**src/mgipc_params.svh**
```systemverilog
// Register offsets, field positions, reset values and timing counts for the control bank
`ifndef MGIPC_PARAMS_SVH
`define MGIPC_PARAMS_SVH
`define MGIPC_OFS_GLOBAL 11'h40a
`define MGIPC_OFS_IAC 11'h4a0
`define MGIPC_OFS_IRS 11'h4a2
`define MGIPC_OFS_IDH 11'h4a4
`define MGIPC_OFS_IDS 11'h4a6
`define MGIPC_OFS_IDL 11'h4a8
`define MGIPC_OFS_IDM 11'h4aa
`define MGIPC_OFS_PHY 11'h4d0
`define MGIPC_OFS_PC4 11'h4d8
`define MGIPC_LED_HI_BIT 15
`define MGIPC_LED_LO_BIT 9
`define MGIPC_IAC_DIR_BIT 12
`define MGIPC_IAC_TBL_HI 11
`define MGIPC_IAC_TBL_LO 10
`define MGIPC_IAC_ADR_HI 9
`define MGIPC_IRS_BUSY_BIT 7
`define MGIPC_TBL_COUNTERS 2'h3
`define MGIPC_PHY_SPEED_BIT 13
`define MGIPC_PHY_AN_BIT 12
`define MGIPC_PHY_PWD_BIT 11
`define MGIPC_PHY_RST_AN_BIT 9
`define MGIPC_PHY_DPX_BIT 8
`define MGIPC_PHY_ALTX_BIT 5
`define MGIPC_PHY_FMDIX_BIT 4
`define MGIPC_PHY_NOMDIX_BIT 3
`define MGIPC_PHY_NOFEF_BIT 2
`define MGIPC_PHY_NOTX_BIT 1
`define MGIPC_PHY_NOLED_BIT 0
`define MGIPC_PHY_RESET 16'h1000
`define MGIPC_GLOBAL_RESET 16'h0000
`define MGIPC_GLOBAL_WMASK 16'h8200
`define MGIPC_IAC_RESET 16'h0000
`define MGIPC_IAC_WMASK 16'h1fff
`define MGIPC_DATA_RESET 16'h0000
`define MGIPC_READ_LAT 4'h4
`endif

```
**src/mgipc_pkg.sv**
```systemverilog
// Types shared by the control bank
package mgipc_pkg;
    typedef enum logic [2:0] {
        MGIPC_IDLE = 3'b001,
        MGIPC_RD = 3'b010,
        MGIPC_WR = 3'b100
    } mgipc_cmd_state_t;
endpackage

```
**src/mgipc_regs.sv**
```systemverilog
// Global, indirect access and PHY basic control register bank
//
// Behaviour
// - Global bits 15 and 9 pick LED mode
// - Writing indirect control launches one command
// - Indirect bit 12: one reads, zero writes
// - Bits 11-10 pick table, 11 counters
// - Bits 9-0 hold entry address, reset zero
// - Status bit 7 high while read pending
// - Second data register holds bits 47-32
// - Fourth holds 15-0, fifth holds 31-16
// - Bit 13 forces speed without autoneg
// - Bit 12 enables autoneg, resets to one
// - Writing one to bit 9 restarts autoneg
// - Bit 8 forces duplex without autoneg
// - Bit 5 picks alternate crossover, reset zero
// - Bit 3 disables automatic crossover
// - Bit 2 disables far-end fault detection
`timescale 1ns/10ps
`include "mgipc_params.svh"
module mgipc_regs (
    input wire logic ref_clk_i,
    input wire logic nrst_i,
    input wire logic [10:0] reg_addr_i,
    input wire logic [15:0] reg_wdata_i,
    input wire logic reg_wr_i,
    input wire logic reg_rd_i,
    output logic [15:0] reg_rdata_o,
    output logic cnt_req_o,
    output logic cnt_rd_o,
    output logic [1:0] cnt_table_o,
    output logic [9:0] cnt_addr_o,
    output logic [47:0] cnt_wdata_o,
    input wire logic cnt_ack_i,
    input wire logic [47:0] cnt_rdata_i,
    input wire logic link_i,
    input wire logic act_i,
    input wire logic speed100_i,
    input wire logic full_dpx_i,
    input wire logic col_i,
    output logic [3:0] port_indicator_o,
    output logic an_enable_o,
    output logic an_restart_o,
    output logic force_100_o,
    output logic force_full_o,
    output logic power_down_o,
    output logic alt_crossover_mode_o,
    output logic force_mdix_o,
    output logic mdix_disable_o,
    output logic fef_disable_o,
    output logic tx_disable_o,
    output logic led_disable_o
);
    // Stored register contents
    logic [15:0] global_q;
    logic [15:0] iac_q;
    logic [15:0] data_high_q;
    logic [15:0] data_spare_q;
    logic [15:0] data_low_q;
    logic [15:0] data_mid_q;
    logic [15:0] phy_q;
    // Command tracking
    logic busy_q; // Read status seen by software
    logic req_q; // Request level towards the counter table
    logic restart_q; // One-cycle autoneg restart pulse
    // Output flops
    logic [15:0] rdata_q; // Read answer, one cycle after the strobe
    logic [3:0] led_q; // Indicator drive
    mgipc_pkg::mgipc_cmd_state_t state_q; // Kind of command in flight
    // Decoded strobes
    logic wr_global; // Write to global control
    logic wr_iac; // Write to indirect control
    logic wr_phy; // Write to PHY control
    logic wr_pc4; // Write to port control four
    logic [15:0] pc4_view; // Read image of port control four
    logic [1:0] led_mode; // Bit 15 and bit 9 of global control

    // Address decode needs an exact match; other offsets are ignored
    assign wr_global = reg_wr_i && (reg_addr_i == `MGIPC_OFS_GLOBAL);
    assign wr_iac = reg_wr_i && (reg_addr_i == `MGIPC_OFS_IAC);
    assign wr_phy = reg_wr_i && (reg_addr_i == `MGIPC_OFS_PHY);
    assign wr_pc4 = reg_wr_i && (reg_addr_i == `MGIPC_OFS_PC4);
    // LED mode comes straight from the stored select bits
    assign led_mode = {global_q[`MGIPC_LED_HI_BIT], global_q[`MGIPC_LED_LO_BIT]};

    // Port control four is a second view of the PHY control bits, same flops
    // Keeping one set of flops means the two views can never disagree
    // The alternate crossover bit has no place in this view
    assign pc4_view = {phy_q[`MGIPC_PHY_NOLED_BIT], phy_q[`MGIPC_PHY_NOTX_BIT],
                       restart_q, phy_q[`MGIPC_PHY_NOFEF_BIT],
                       phy_q[`MGIPC_PHY_PWD_BIT], phy_q[`MGIPC_PHY_NOMDIX_BIT],
                       phy_q[`MGIPC_PHY_FMDIX_BIT], 1'b0,
                       phy_q[`MGIPC_PHY_AN_BIT], phy_q[`MGIPC_PHY_SPEED_BIT],
                       phy_q[`MGIPC_PHY_DPX_BIT], 5'h00};

    // Global control: only the LED select bits are kept
    // Reserved bits read back as zero; no logic listens to them
    // so storing them would only cost flops
    always_ff @(posedge ref_clk_i) begin
        if (!nrst_i) begin
            global_q <= `MGIPC_GLOBAL_RESET;
        end else if (wr_global) begin
            global_q <= reg_wdata_i & `MGIPC_GLOBAL_WMASK;
        end
    end

    // A global write keeps exactly the two select bits, both of them
    led_store_a: assert property (@(posedge ref_clk_i) disable iff (!nrst_i)
        wr_global |=> led_mode == {$past(reg_wdata_i[15]), $past(reg_wdata_i[9])})
        else $error("LED select bits not stored");

    // Indirect control: captured on every write, fields drive the command
    // Bits 15-13 are masked off so they always read zero
    always_ff @(posedge ref_clk_i) begin
        if (!nrst_i) begin
            iac_q <= `MGIPC_IAC_RESET;
        end else if (wr_iac) begin
            // Kept for a write command too, so software can read it back
            iac_q <= reg_wdata_i & `MGIPC_IAC_WMASK;
        end
    end

    // The table and address fields follow the write that launched the command
    table_sel_a: assert property (@(posedge ref_clk_i) disable iff (!nrst_i)
        wr_iac |=> cnt_table_o == $past(reg_wdata_i[11:10]))
        else $error("table select not taken");

    // Command launcher; a write during a pending read restarts with the new fields
    // Trade-off: the old command is dropped without an answer, which keeps
    // the launcher small; software is expected to wait for busy to clear
    always_ff @(posedge ref_clk_i) begin
        if (!nrst_i) begin
            state_q <= mgipc_pkg::MGIPC_IDLE;
            req_q <= 1'b0;
            busy_q <= 1'b0;
        end else if (wr_iac) begin
            req_q <= 1'b1;
            // Busy only shows for reads; a table write has no status
            if (reg_wdata_i[`MGIPC_IAC_DIR_BIT]) begin
                state_q <= mgipc_pkg::MGIPC_RD;
                busy_q <= 1'b1;
            end else begin
                state_q <= mgipc_pkg::MGIPC_WR;
                busy_q <= 1'b0;
            end
        end else begin
            unique case (state_q)
                // Nothing pending
                mgipc_pkg::MGIPC_IDLE: begin
                    req_q <= 1'b0;
                end
                // Hold the request until the table answers
                mgipc_pkg::MGIPC_RD, mgipc_pkg::MGIPC_WR: begin
                    if (cnt_ack_i) begin
                        state_q <= mgipc_pkg::MGIPC_IDLE;
                        req_q <= 1'b0;
                        busy_q <= 1'b0;
                    end
                end
            endcase
        end
    end

    // A write always raises the request, whatever the direction
    launch_cmd_a: assert property (@(posedge ref_clk_i) disable iff (!nrst_i)
        wr_iac |=> cnt_req_o && cnt_addr_o == $past(reg_wdata_i[9:0]))
        else $error("indirect write did not launch command");
    read_dir_a: assert property (@(posedge ref_clk_i) disable iff (!nrst_i)
        wr_iac && reg_wdata_i[12] |=> cnt_rd_o && busy_q)
        else $error("read direction not taken");
    write_dir_a: assert property (@(posedge ref_clk_i) disable iff (!nrst_i)
        wr_iac && !reg_wdata_i[12] |=> !cnt_rd_o && !busy_q)
        else $error("write direction not taken");
    // Busy must drop at the answer, and the request holds until then
    busy_clear_a: assert property (@(posedge ref_clk_i) disable iff (!nrst_i)
        state_q == mgipc_pkg::MGIPC_RD && cnt_ack_i && !wr_iac |=> !busy_q)
        else $error("busy not cleared after ack");
    req_hold_a: assert property (@(posedge ref_clk_i) disable iff (!nrst_i)
        cnt_req_o && !cnt_ack_i |=> cnt_req_o)
        else $error("request dropped before answer");

    // Data word: software writes stage a table write, a read answer loads all three
    // The answer wins over a software write in the same cycle; the spare
    // register only stores what software writes
    always_ff @(posedge ref_clk_i) begin
        if (!nrst_i) begin
            data_high_q <= `MGIPC_DATA_RESET;
            data_spare_q <= `MGIPC_DATA_RESET;
            data_low_q <= `MGIPC_DATA_RESET;
            data_mid_q <= `MGIPC_DATA_RESET;
        end else if (state_q == mgipc_pkg::MGIPC_RD && cnt_ack_i && !wr_iac) begin
            data_high_q <= cnt_rdata_i[47:32];
            data_mid_q <= cnt_rdata_i[31:16];
            data_low_q <= cnt_rdata_i[15:0];
        end else if (reg_wr_i) begin
            // Plain software writes to the data registers
            if (reg_addr_i == `MGIPC_OFS_IDH) begin
                data_high_q <= reg_wdata_i;
            end
            if (reg_addr_i == `MGIPC_OFS_IDS) begin
                data_spare_q <= reg_wdata_i;
            end
            if (reg_addr_i == `MGIPC_OFS_IDL) begin
                data_low_q <= reg_wdata_i;
            end
            if (reg_addr_i == `MGIPC_OFS_IDM) begin
                data_mid_q <= reg_wdata_i;
            end
        end
    end

    // All 48 bits land together, in word order
    data_load_a: assert property (@(posedge ref_clk_i) disable iff (!nrst_i)
        state_q == mgipc_pkg::MGIPC_RD && cnt_ack_i && !wr_iac
        |=> cnt_wdata_o == $past(cnt_rdata_i))
        else $error("read answer not loaded");

    // PHY control, writable through both views except the alternate crossover bit, which only the PHY view writes
    // Isolate, soft reset and the reserved bits are not stored and read zero
    always_ff @(posedge ref_clk_i) begin
        if (!nrst_i) begin
            phy_q <= `MGIPC_PHY_RESET;
        end else if (wr_phy) begin
            // Restart is not stored here; it has its own pulse
            phy_q[`MGIPC_PHY_SPEED_BIT] <= reg_wdata_i[`MGIPC_PHY_SPEED_BIT];
            phy_q[`MGIPC_PHY_AN_BIT] <= reg_wdata_i[`MGIPC_PHY_AN_BIT];
            phy_q[`MGIPC_PHY_PWD_BIT] <= reg_wdata_i[`MGIPC_PHY_PWD_BIT];
            phy_q[`MGIPC_PHY_DPX_BIT] <= reg_wdata_i[`MGIPC_PHY_DPX_BIT];
            phy_q[`MGIPC_PHY_ALTX_BIT] <= reg_wdata_i[`MGIPC_PHY_ALTX_BIT];
            phy_q[`MGIPC_PHY_FMDIX_BIT] <= reg_wdata_i[`MGIPC_PHY_FMDIX_BIT];
            phy_q[`MGIPC_PHY_NOMDIX_BIT] <= reg_wdata_i[`MGIPC_PHY_NOMDIX_BIT];
            phy_q[`MGIPC_PHY_NOFEF_BIT] <= reg_wdata_i[`MGIPC_PHY_NOFEF_BIT];
            phy_q[`MGIPC_PHY_NOTX_BIT] <= reg_wdata_i[`MGIPC_PHY_NOTX_BIT];
            phy_q[`MGIPC_PHY_NOLED_BIT] <= reg_wdata_i[`MGIPC_PHY_NOLED_BIT];
        end else if (wr_pc4) begin
            // Same flops as above, laid out at the port view's positions
            phy_q[`MGIPC_PHY_SPEED_BIT] <= reg_wdata_i[6];
            phy_q[`MGIPC_PHY_AN_BIT] <= reg_wdata_i[7];
            phy_q[`MGIPC_PHY_PWD_BIT] <= reg_wdata_i[11];
            phy_q[`MGIPC_PHY_DPX_BIT] <= reg_wdata_i[5];
            phy_q[`MGIPC_PHY_FMDIX_BIT] <= reg_wdata_i[9];
            phy_q[`MGIPC_PHY_NOMDIX_BIT] <= reg_wdata_i[10];
            phy_q[`MGIPC_PHY_NOFEF_BIT] <= reg_wdata_i[12];
            phy_q[`MGIPC_PHY_NOTX_BIT] <= reg_wdata_i[14];
            phy_q[`MGIPC_PHY_NOLED_BIT] <= reg_wdata_i[15];
        end
    end

    // Forced speed and duplex follow the written bits once autoneg is off
    speed_force_a: assert property (@(posedge ref_clk_i) disable iff (!nrst_i)
        wr_phy && !reg_wdata_i[12] |=> force_100_o == $past(reg_wdata_i[13]))
        else $error("speed forced wrongly");
    dpx_force_a: assert property (@(posedge ref_clk_i) disable iff (!nrst_i)
        wr_phy && !reg_wdata_i[12] |=> force_full_o == $past(reg_wdata_i[8]))
        else $error("duplex forced wrongly");
    // With autoneg on, neither speed nor duplex may be forced
    an_write_a: assert property (@(posedge ref_clk_i) disable iff (!nrst_i)
        wr_phy |=> an_enable_o == $past(reg_wdata_i[12])
        && (!an_enable_o || (!force_100_o && !force_full_o)))
        else $error("autoneg enable not stored");
    altx_store_a: assert property (@(posedge ref_clk_i) disable iff (!nrst_i)
        wr_phy |=> alt_crossover_mode_o == $past(reg_wdata_i[5]))
        else $error("crossover variant not stored");
    mdix_dis_a: assert property (@(posedge ref_clk_i) disable iff (!nrst_i)
        wr_phy |=> mdix_disable_o == $past(reg_wdata_i[3])
        && fef_disable_o == $past(reg_wdata_i[2]))
        else $error("disable bits not stored");
    // The second view writes the same flops, so the first view sees it
    shared_view_a: assert property (@(posedge ref_clk_i) disable iff (!nrst_i)
        wr_pc4 |=> an_enable_o == $past(reg_wdata_i[7]))
        else $error("shared view mismatch");

    // Restart is a one-cycle pulse; writing zero does nothing
    // Registered so the pulse is clean, at the cost of one cycle of delay
    always_ff @(posedge ref_clk_i) begin
        if (!nrst_i) begin
            restart_q <= 1'b0;
        end else begin
            // Either view may request the restart
            restart_q <= (wr_phy && reg_wdata_i[`MGIPC_PHY_RST_AN_BIT])
                      || (wr_pc4 && reg_wdata_i[13]);
        end
    end

    // Restart pulses once; a second write in the next cycle may pulse again
    restart_pulse_a: assert property (@(posedge ref_clk_i) disable iff (!nrst_i)
        wr_phy && reg_wdata_i[9] |=> an_restart_o ##1
        (!an_restart_o || $past(wr_phy && reg_wdata_i[9] || wr_pc4 && reg_wdata_i[13])))
        else $error("restart not one pulse");
    restart_idle_a: assert property (@(posedge ref_clk_i) disable iff (!nrst_i)
        !(wr_phy && reg_wdata_i[9]) && !(wr_pc4 && reg_wdata_i[13]) |=> !an_restart_o)
        else $error("restart without request");
    pc4_restart_a: assert property (@(posedge ref_clk_i) disable iff (!nrst_i)
        wr_pc4 && reg_wdata_i[13] |=> an_restart_o)
        else $error("restart through port view lost");

    // LED mapping; mode 11 is undefined and leaves the indicators dark
    // Registered, so the indicators lag the status inputs by one cycle
    always_ff @(posedge ref_clk_i) begin
        if (!nrst_i) begin
            led_q <= 4'h0;
        end else begin
            unique case (led_mode)
                2'h0: led_q <= {1'b0, link_i & ~act_i | link_i & act_i,
                                full_dpx_i | col_i, speed100_i};
                2'h1: led_q <= {1'b0, link_i & speed100_i, link_i & ~speed100_i,
                                full_dpx_i};
                2'h2: led_q <= {act_i, link_i, full_dpx_i | col_i, speed100_i};
                // Undefined mode: dark rather than guessing
                2'h3: led_q <= 4'h0;
            endcase
        end
    end

    // Mode 10 shows activity, link and speed on their own indicators, duplex and collision on one shared
    led_act_a: assert property (@(posedge ref_clk_i) disable iff (!nrst_i)
        led_mode == 2'h2 |=> port_indicator_o
        == $past({act_i, link_i, full_dpx_i | col_i, speed100_i}))
        else $error("LED mode 10 pattern wrong");
    // Mode 11 has no meaning, so the indicators stay dark
    led_dark_a: assert property (@(posedge ref_clk_i) disable iff (!nrst_i)
        led_mode == 2'h3 |=> port_indicator_o == 4'h0)
        else $error("LED mode 11 not dark");

    // Read data one cycle after the strobe; unmapped reads return zero
    // The status bit is read live, so polling sees the answer at once
    always_ff @(posedge ref_clk_i) begin
        if (!nrst_i) begin
            rdata_q <= 16'h0000;
        end else if (reg_rd_i) begin
            // Exact offsets only; everything else reads zero
            unique case (reg_addr_i)
                `MGIPC_OFS_GLOBAL: rdata_q <= global_q;
                `MGIPC_OFS_IAC: rdata_q <= iac_q;
                `MGIPC_OFS_IRS: rdata_q <= {8'h00, busy_q, 7'h00};
                `MGIPC_OFS_IDH: rdata_q <= data_high_q;
                `MGIPC_OFS_IDS: rdata_q <= data_spare_q;
                `MGIPC_OFS_IDL: rdata_q <= data_low_q;
                `MGIPC_OFS_IDM: rdata_q <= data_mid_q;
                `MGIPC_OFS_PHY: rdata_q <= {2'h0, phy_q[13:10], restart_q, phy_q[8:0]};
                `MGIPC_OFS_PC4: rdata_q <= pc4_view;
                default: rdata_q <= 16'h0000;
            endcase
        end else begin
            // Outside a read cycle the bus shows zero
            rdata_q <= 16'h0000;
        end
    end

    // Read data stand one cycle only; the bus sees zero otherwise
    rdata_idle_a: assert property (@(posedge ref_clk_i) disable iff (!nrst_i)
        !reg_rd_i |=> reg_rdata_o == 16'h0000)
        else $error("read data outside read cycle");

    // Outputs: command fields come straight from the stored control word
    assign reg_rdata_o = rdata_q;
    assign cnt_req_o = req_q;
    assign cnt_rd_o = iac_q[`MGIPC_IAC_DIR_BIT];
    assign cnt_table_o = iac_q[`MGIPC_IAC_TBL_HI:`MGIPC_IAC_TBL_LO];
    assign cnt_addr_o = iac_q[`MGIPC_IAC_ADR_HI:0];
    assign cnt_wdata_o = {data_high_q, data_mid_q, data_low_q};
    assign port_indicator_o = led_q;
    assign an_enable_o = phy_q[`MGIPC_PHY_AN_BIT];
    assign an_restart_o = restart_q;
    // Forced values only matter when autoneg is off
    // so the output already carries the gate, not the raw bit
    assign force_100_o = ~phy_q[`MGIPC_PHY_AN_BIT] & phy_q[`MGIPC_PHY_SPEED_BIT];
    assign force_full_o = ~phy_q[`MGIPC_PHY_AN_BIT] & phy_q[`MGIPC_PHY_DPX_BIT];
    assign power_down_o = phy_q[`MGIPC_PHY_PWD_BIT];
    assign alt_crossover_mode_o = phy_q[`MGIPC_PHY_ALTX_BIT];
    assign force_mdix_o = phy_q[`MGIPC_PHY_FMDIX_BIT];
    assign mdix_disable_o = phy_q[`MGIPC_PHY_NOMDIX_BIT];
    assign fef_disable_o = phy_q[`MGIPC_PHY_NOFEF_BIT];
    assign tx_disable_o = phy_q[`MGIPC_PHY_NOTX_BIT];
    assign led_disable_o = phy_q[`MGIPC_PHY_NOLED_BIT];

endmodule // mgipc_regs

```
**config.mk**
```make
export PLATFORM = sky130hd
export DESIGN_NAME = mgipc_regs
export DESIGN_NICKNAME = d
export VERILOG_FILES = /design/src/mgipc_pkg.sv /design/src/mgipc_regs.sv
export VERILOG_INCLUDE_DIRS = /design/src /design/src/src
export SDC_FILE = /design/constraint.sdc
export NUM_CORES = 1
export LEC_CHECK = 0
export ABC_CLOCK_PERIOD_IN_PS = 3800
export BUFFER_PORTS_ARGS = -buffer_cell sky130_fd_sc_hd__buf_4
export CAP_MARGIN = 10
export CORE_MARGIN = 1
export CORE_UTILIZATION = 55
export DETAILED_ROUTE_END_ITERATION = 8
export GPL_TIMING_DRIVEN = 0
export HOLD_SLACK_MARGIN = 0.08
export PLACE_DENSITY = 0.85
export RECOVER_POWER = 50
export SLEW_MARGIN = 20
export SYNTH_ARGS = -nofsm -noshare
export SYNTH_HDL_FRONTEND = slang
export SYNTH_SLANG_ARGS = --single-unit
```
**constraint.sdc**
```tcl
create_clock -name ref_clk_i -period 3.8 [get_ports ref_clk_i]
set_clock_uncertainty 0.15 [all_clocks]
set_input_delay 0.76 -clock ref_clk_i [delete_from_list [all_inputs] [get_ports ref_clk_i]]
set_output_delay 0.76 -clock ref_clk_i [all_outputs]
set_load 0.01 [all_outputs]
```
==> metrics.cfg <==
[critical_path]
critPathKind = input port to flop
crit_path_end_kind = flop
rrSetupSlack_ps = 1140
slowest_delay_ps = 750
arrival_ps = 3510
reg2reg_from = busy_q$_SDFFE_PN0P_
path_common_cell = clkbuf_1
reg2reg_to = data_mid_q[12]$_SDFFE_PN0P_
cpMaxStageDelayCell = o2111ai_1
crit_chain = buf_4 -> nand4bb_1 -> clkbuf_1 -> o22ai_1 -> o2111ai_1 -> clkbuf_1 -> a21oi_1
required_ps = 4010
critical_path.startpoint_type = input port
ff2ff_path_depth = 5
cp.depth = 7
path_buf_inv = 3
crit_fanout = 10
critPathTopFamily = buffers and inverters

[die]
rows = 36
start_util_pct = 57.4
die_x_um = 104
io_pins = 178
fp.dieH_um = 104
dieArea_um2 = 10700
core_area_um2 = 9910

[grt]
grt_pass1_vias = 6721
antenna_found_initial = 0
track_usage_pct = 46.8
grt_pass1_wl_um = 38000
grt_remaining_overflow = 0
grt_max_degree = 17

[yosys]
yosysTopAreaCell = dfxtp_1
synthAdderAreaFrac_pct = 0
synth_mux_area_share_pct = 5.81
synthDistinctLibCells = 67
synth-compound-area-share_pct = 27.3
synth_top_cells_by_area = dfxtp_1 (40%), o21ai_0 (7.8%), a31oi_1 (5.5%), nand2_1 (4.7%), a21oi_1 (4.3%)
synth_edf_count = 0
synthSimpleGateAreaFrac_pct = 21.6
avgSynthCellArea_um2 = 8.29
ys.flop_type = dfxtp_1
syn_inst = 686
yosysSeqAreaShare_pct = 40.1
yosys_warnings = 0
synth_top_family_by_area = compound AO/OA/AOI/OAI gates
synth_fp_nets = 771
synthXorXnorAreaFrac_pct = 0.154
ys_ff_latch = 114
synth_top_area_share_pct = 40.1
synth_async_sr_flop_share_pct = 0
netlist_area_um2 = 5680

[clock_network]
clk_pin_slew_ps = 60
cts_tree = done
clockRootBuffer = clkbuf_8
numCtsBuffers = 17
clockBufferDepth = 2
cts_resized = 0
cts_hold_buf = 0
h-tree-depth = 4
post_cts_buffers = 0
cts.sinks = 114
clkLatencyLatePin_ps = 530

[finish]
fin_nets = 965
syn2layout_area_growth_pct = 29.5
layout.cells.most_common_list = clkbuf_1 (136), dfxtp_1 (114), o21ai_0 (89), buf_4 (82), nand2_1 (71)
utilization_pct = 74.3
drive_above_1_share_pct = 16.9
fillerInstances = 838
antenna_cells = 0
final_common_cell = clkbuf_1

[timing]
maxSlewViolCount = 0
rsz0062_at_grt = no
final_hold_viol_count = 0
max_freq_ghz = 0.303
finalSetupTns_ps = 0
tightest_slew_ps = 1200
setup_viol = 0
fin_crit_sh_pct = 86.9
slew_headroom_pct = 19.2
post-route-min-period_ps = 3300
timing.hold.ws_ps = 317
setup_slack_ps = 499

[worst_hold_path]
hp-class = flop to flop
hold_depth = 2
worstHoldStart = data_spare_q[4]$_SDFFE_PN0P_
holdPathEnd = data_spare_q[4]$_SDFFE_PN0P_

[place]
port_buffers = 175
dp_hpwl_um = 17800
place.gp.congestion = 1.03
pre_cts_ws_ps = 403

[drt]
vias = 6989
firstDrtPassIters = 5
routedWlPerCell_um = 24.8
final_antenna_net_count = 0
wl_um = 25500
drc_errors = 0
drt_iter0_markers = 962
vias_per_cell = 6.82

[power_and_ir_drop]
netSwitchingFraction_pct = 24.2
p_leak_nw = 2.65
sequentialPowerShare_pct = 40.8
finalPower_mw = 2.94
power.internal_mw = 2.22
ir_worst_vdd_mv = 0.240
power.switching_mw = 0.711
pwr-share-clk_pct = 51.2
pwr-share-comb_pct = 8.0
p_per_area_nw_per_um2 = 399

[flow_run]
drv_cap = 0

[status]
status = finished clean

-- worst min-delay path, stage by stage (launching register included) --
cell     delay, ps
dfxtp_1        300
o21ai_0         60
a21oi_1         60
-- area by class of cell --
cell class                 count  area (µm²)  area share, %
timing repair buffer         175         961           13.1
clock inverter                11         114           1.55
clock buffer                  20         435           5.92
tap                          133         166           2.26
inverter                       7        26.3          0.357
multi-input combinational    504        3120           42.4
sequential                   114        2280           31.0
buffer                        61         256           3.49
-- metal layers --
metal	wire length [µm]	vias to the layer above	track usage [%]
met5	0	-	0
met4	1610	0	30.3
met3	3510	146	11.0
met2	11300	669	72.9
met1	9010	3213	57.9
li1	-	2961	-
-- stage by stage --
stage	area, µm²	cells
2_1_floorplan	5680	686
3_3_place_gp	7160	994
3_5_place_dp	7160	994
6_report	7360	1025
5_1_grt	7360	1025
4_1_cts	7710	1025
-- synthesized netlist by cell type, drive strengths merged, types with 3 or more instances --
cell,number
nand4,7
nor2b,6
nor4,3
nand3b,26
o21ai,97
a21oi,49
a31oi,50
a21o,3
a22oi,6
o2111ai,3
nor2,27
dfxtp,114
a211oi,4
a22o,13
nand2b,3
a32oi,6
nand3,39
o311a,3
mux2i,24
inv,7
buf,19
mux2,6
a211o,3
and3,10
nor3,7
clkbuf,42
nand2,71
-- registers in the layout, indices dropped and copies added, names as in the netlist, 2 cells and up --
| name | flops |
|---|---|
| data_high_q | 16 |
| phy_q | 10 |
| data_spare_q | 16 |
| data_mid_q | 16 |
| reg_rdata_o | 16 |
| data_low_q | 16 |
| state_q | 2 |
| iac_q | 13 |
| global_q | 2 |
| port_indicator_o | 4 |
-- power groups by stage --
| stage | Sequential, mW | Combinational (mW) | Clock (mW) |
|---|---|---|---|
| after floorplan | 1.23 | 0.0844 | 0 |
| after global placement | 1.22 | 0.217 | 0 |
| after detailed placement | 1.22 | 0.221 | 0 |
| after CTS | 1.20 | 0.223 | 1.49 |
| after global routing | 1.20 | 0.240 | 1.55 |
| final | 1.20 | 0.234 | 1.50 |
-- cell families after synthesis --
family,Yosys count
AOI/OAI and AO/OA,250
and+or+nand+nor,222
DFF,114
buffers and inverters,68
muxes,31
xor gates and xnor gates,1
-- how the worst max path moves through the flow --
stage	start	endpoint	slack (ps)
floorplan	reg_addr_i[0]	global_q[9]$_SDFFE_PN0P_	1190
global placement	reg_addr_i[6]	reg_rdata_o[8]$_SDFF_PN0_	420
detailed placement	reg_addr_i[6]	reg_rdata_o[8]$_SDFF_PN0_	400
CTS	reg_addr_i[6]	reg_rdata_o[12]$_SDFF_PN0_	940
global route	reg_addr_i[6]	reg_rdata_o[8]$_SDFF_PN0_	460
finish	reg_addr_i[6]	reg_rdata_o[8]$_SDFF_PN0_	500
No activity file was read; power rests on OpenSTA's default activity.
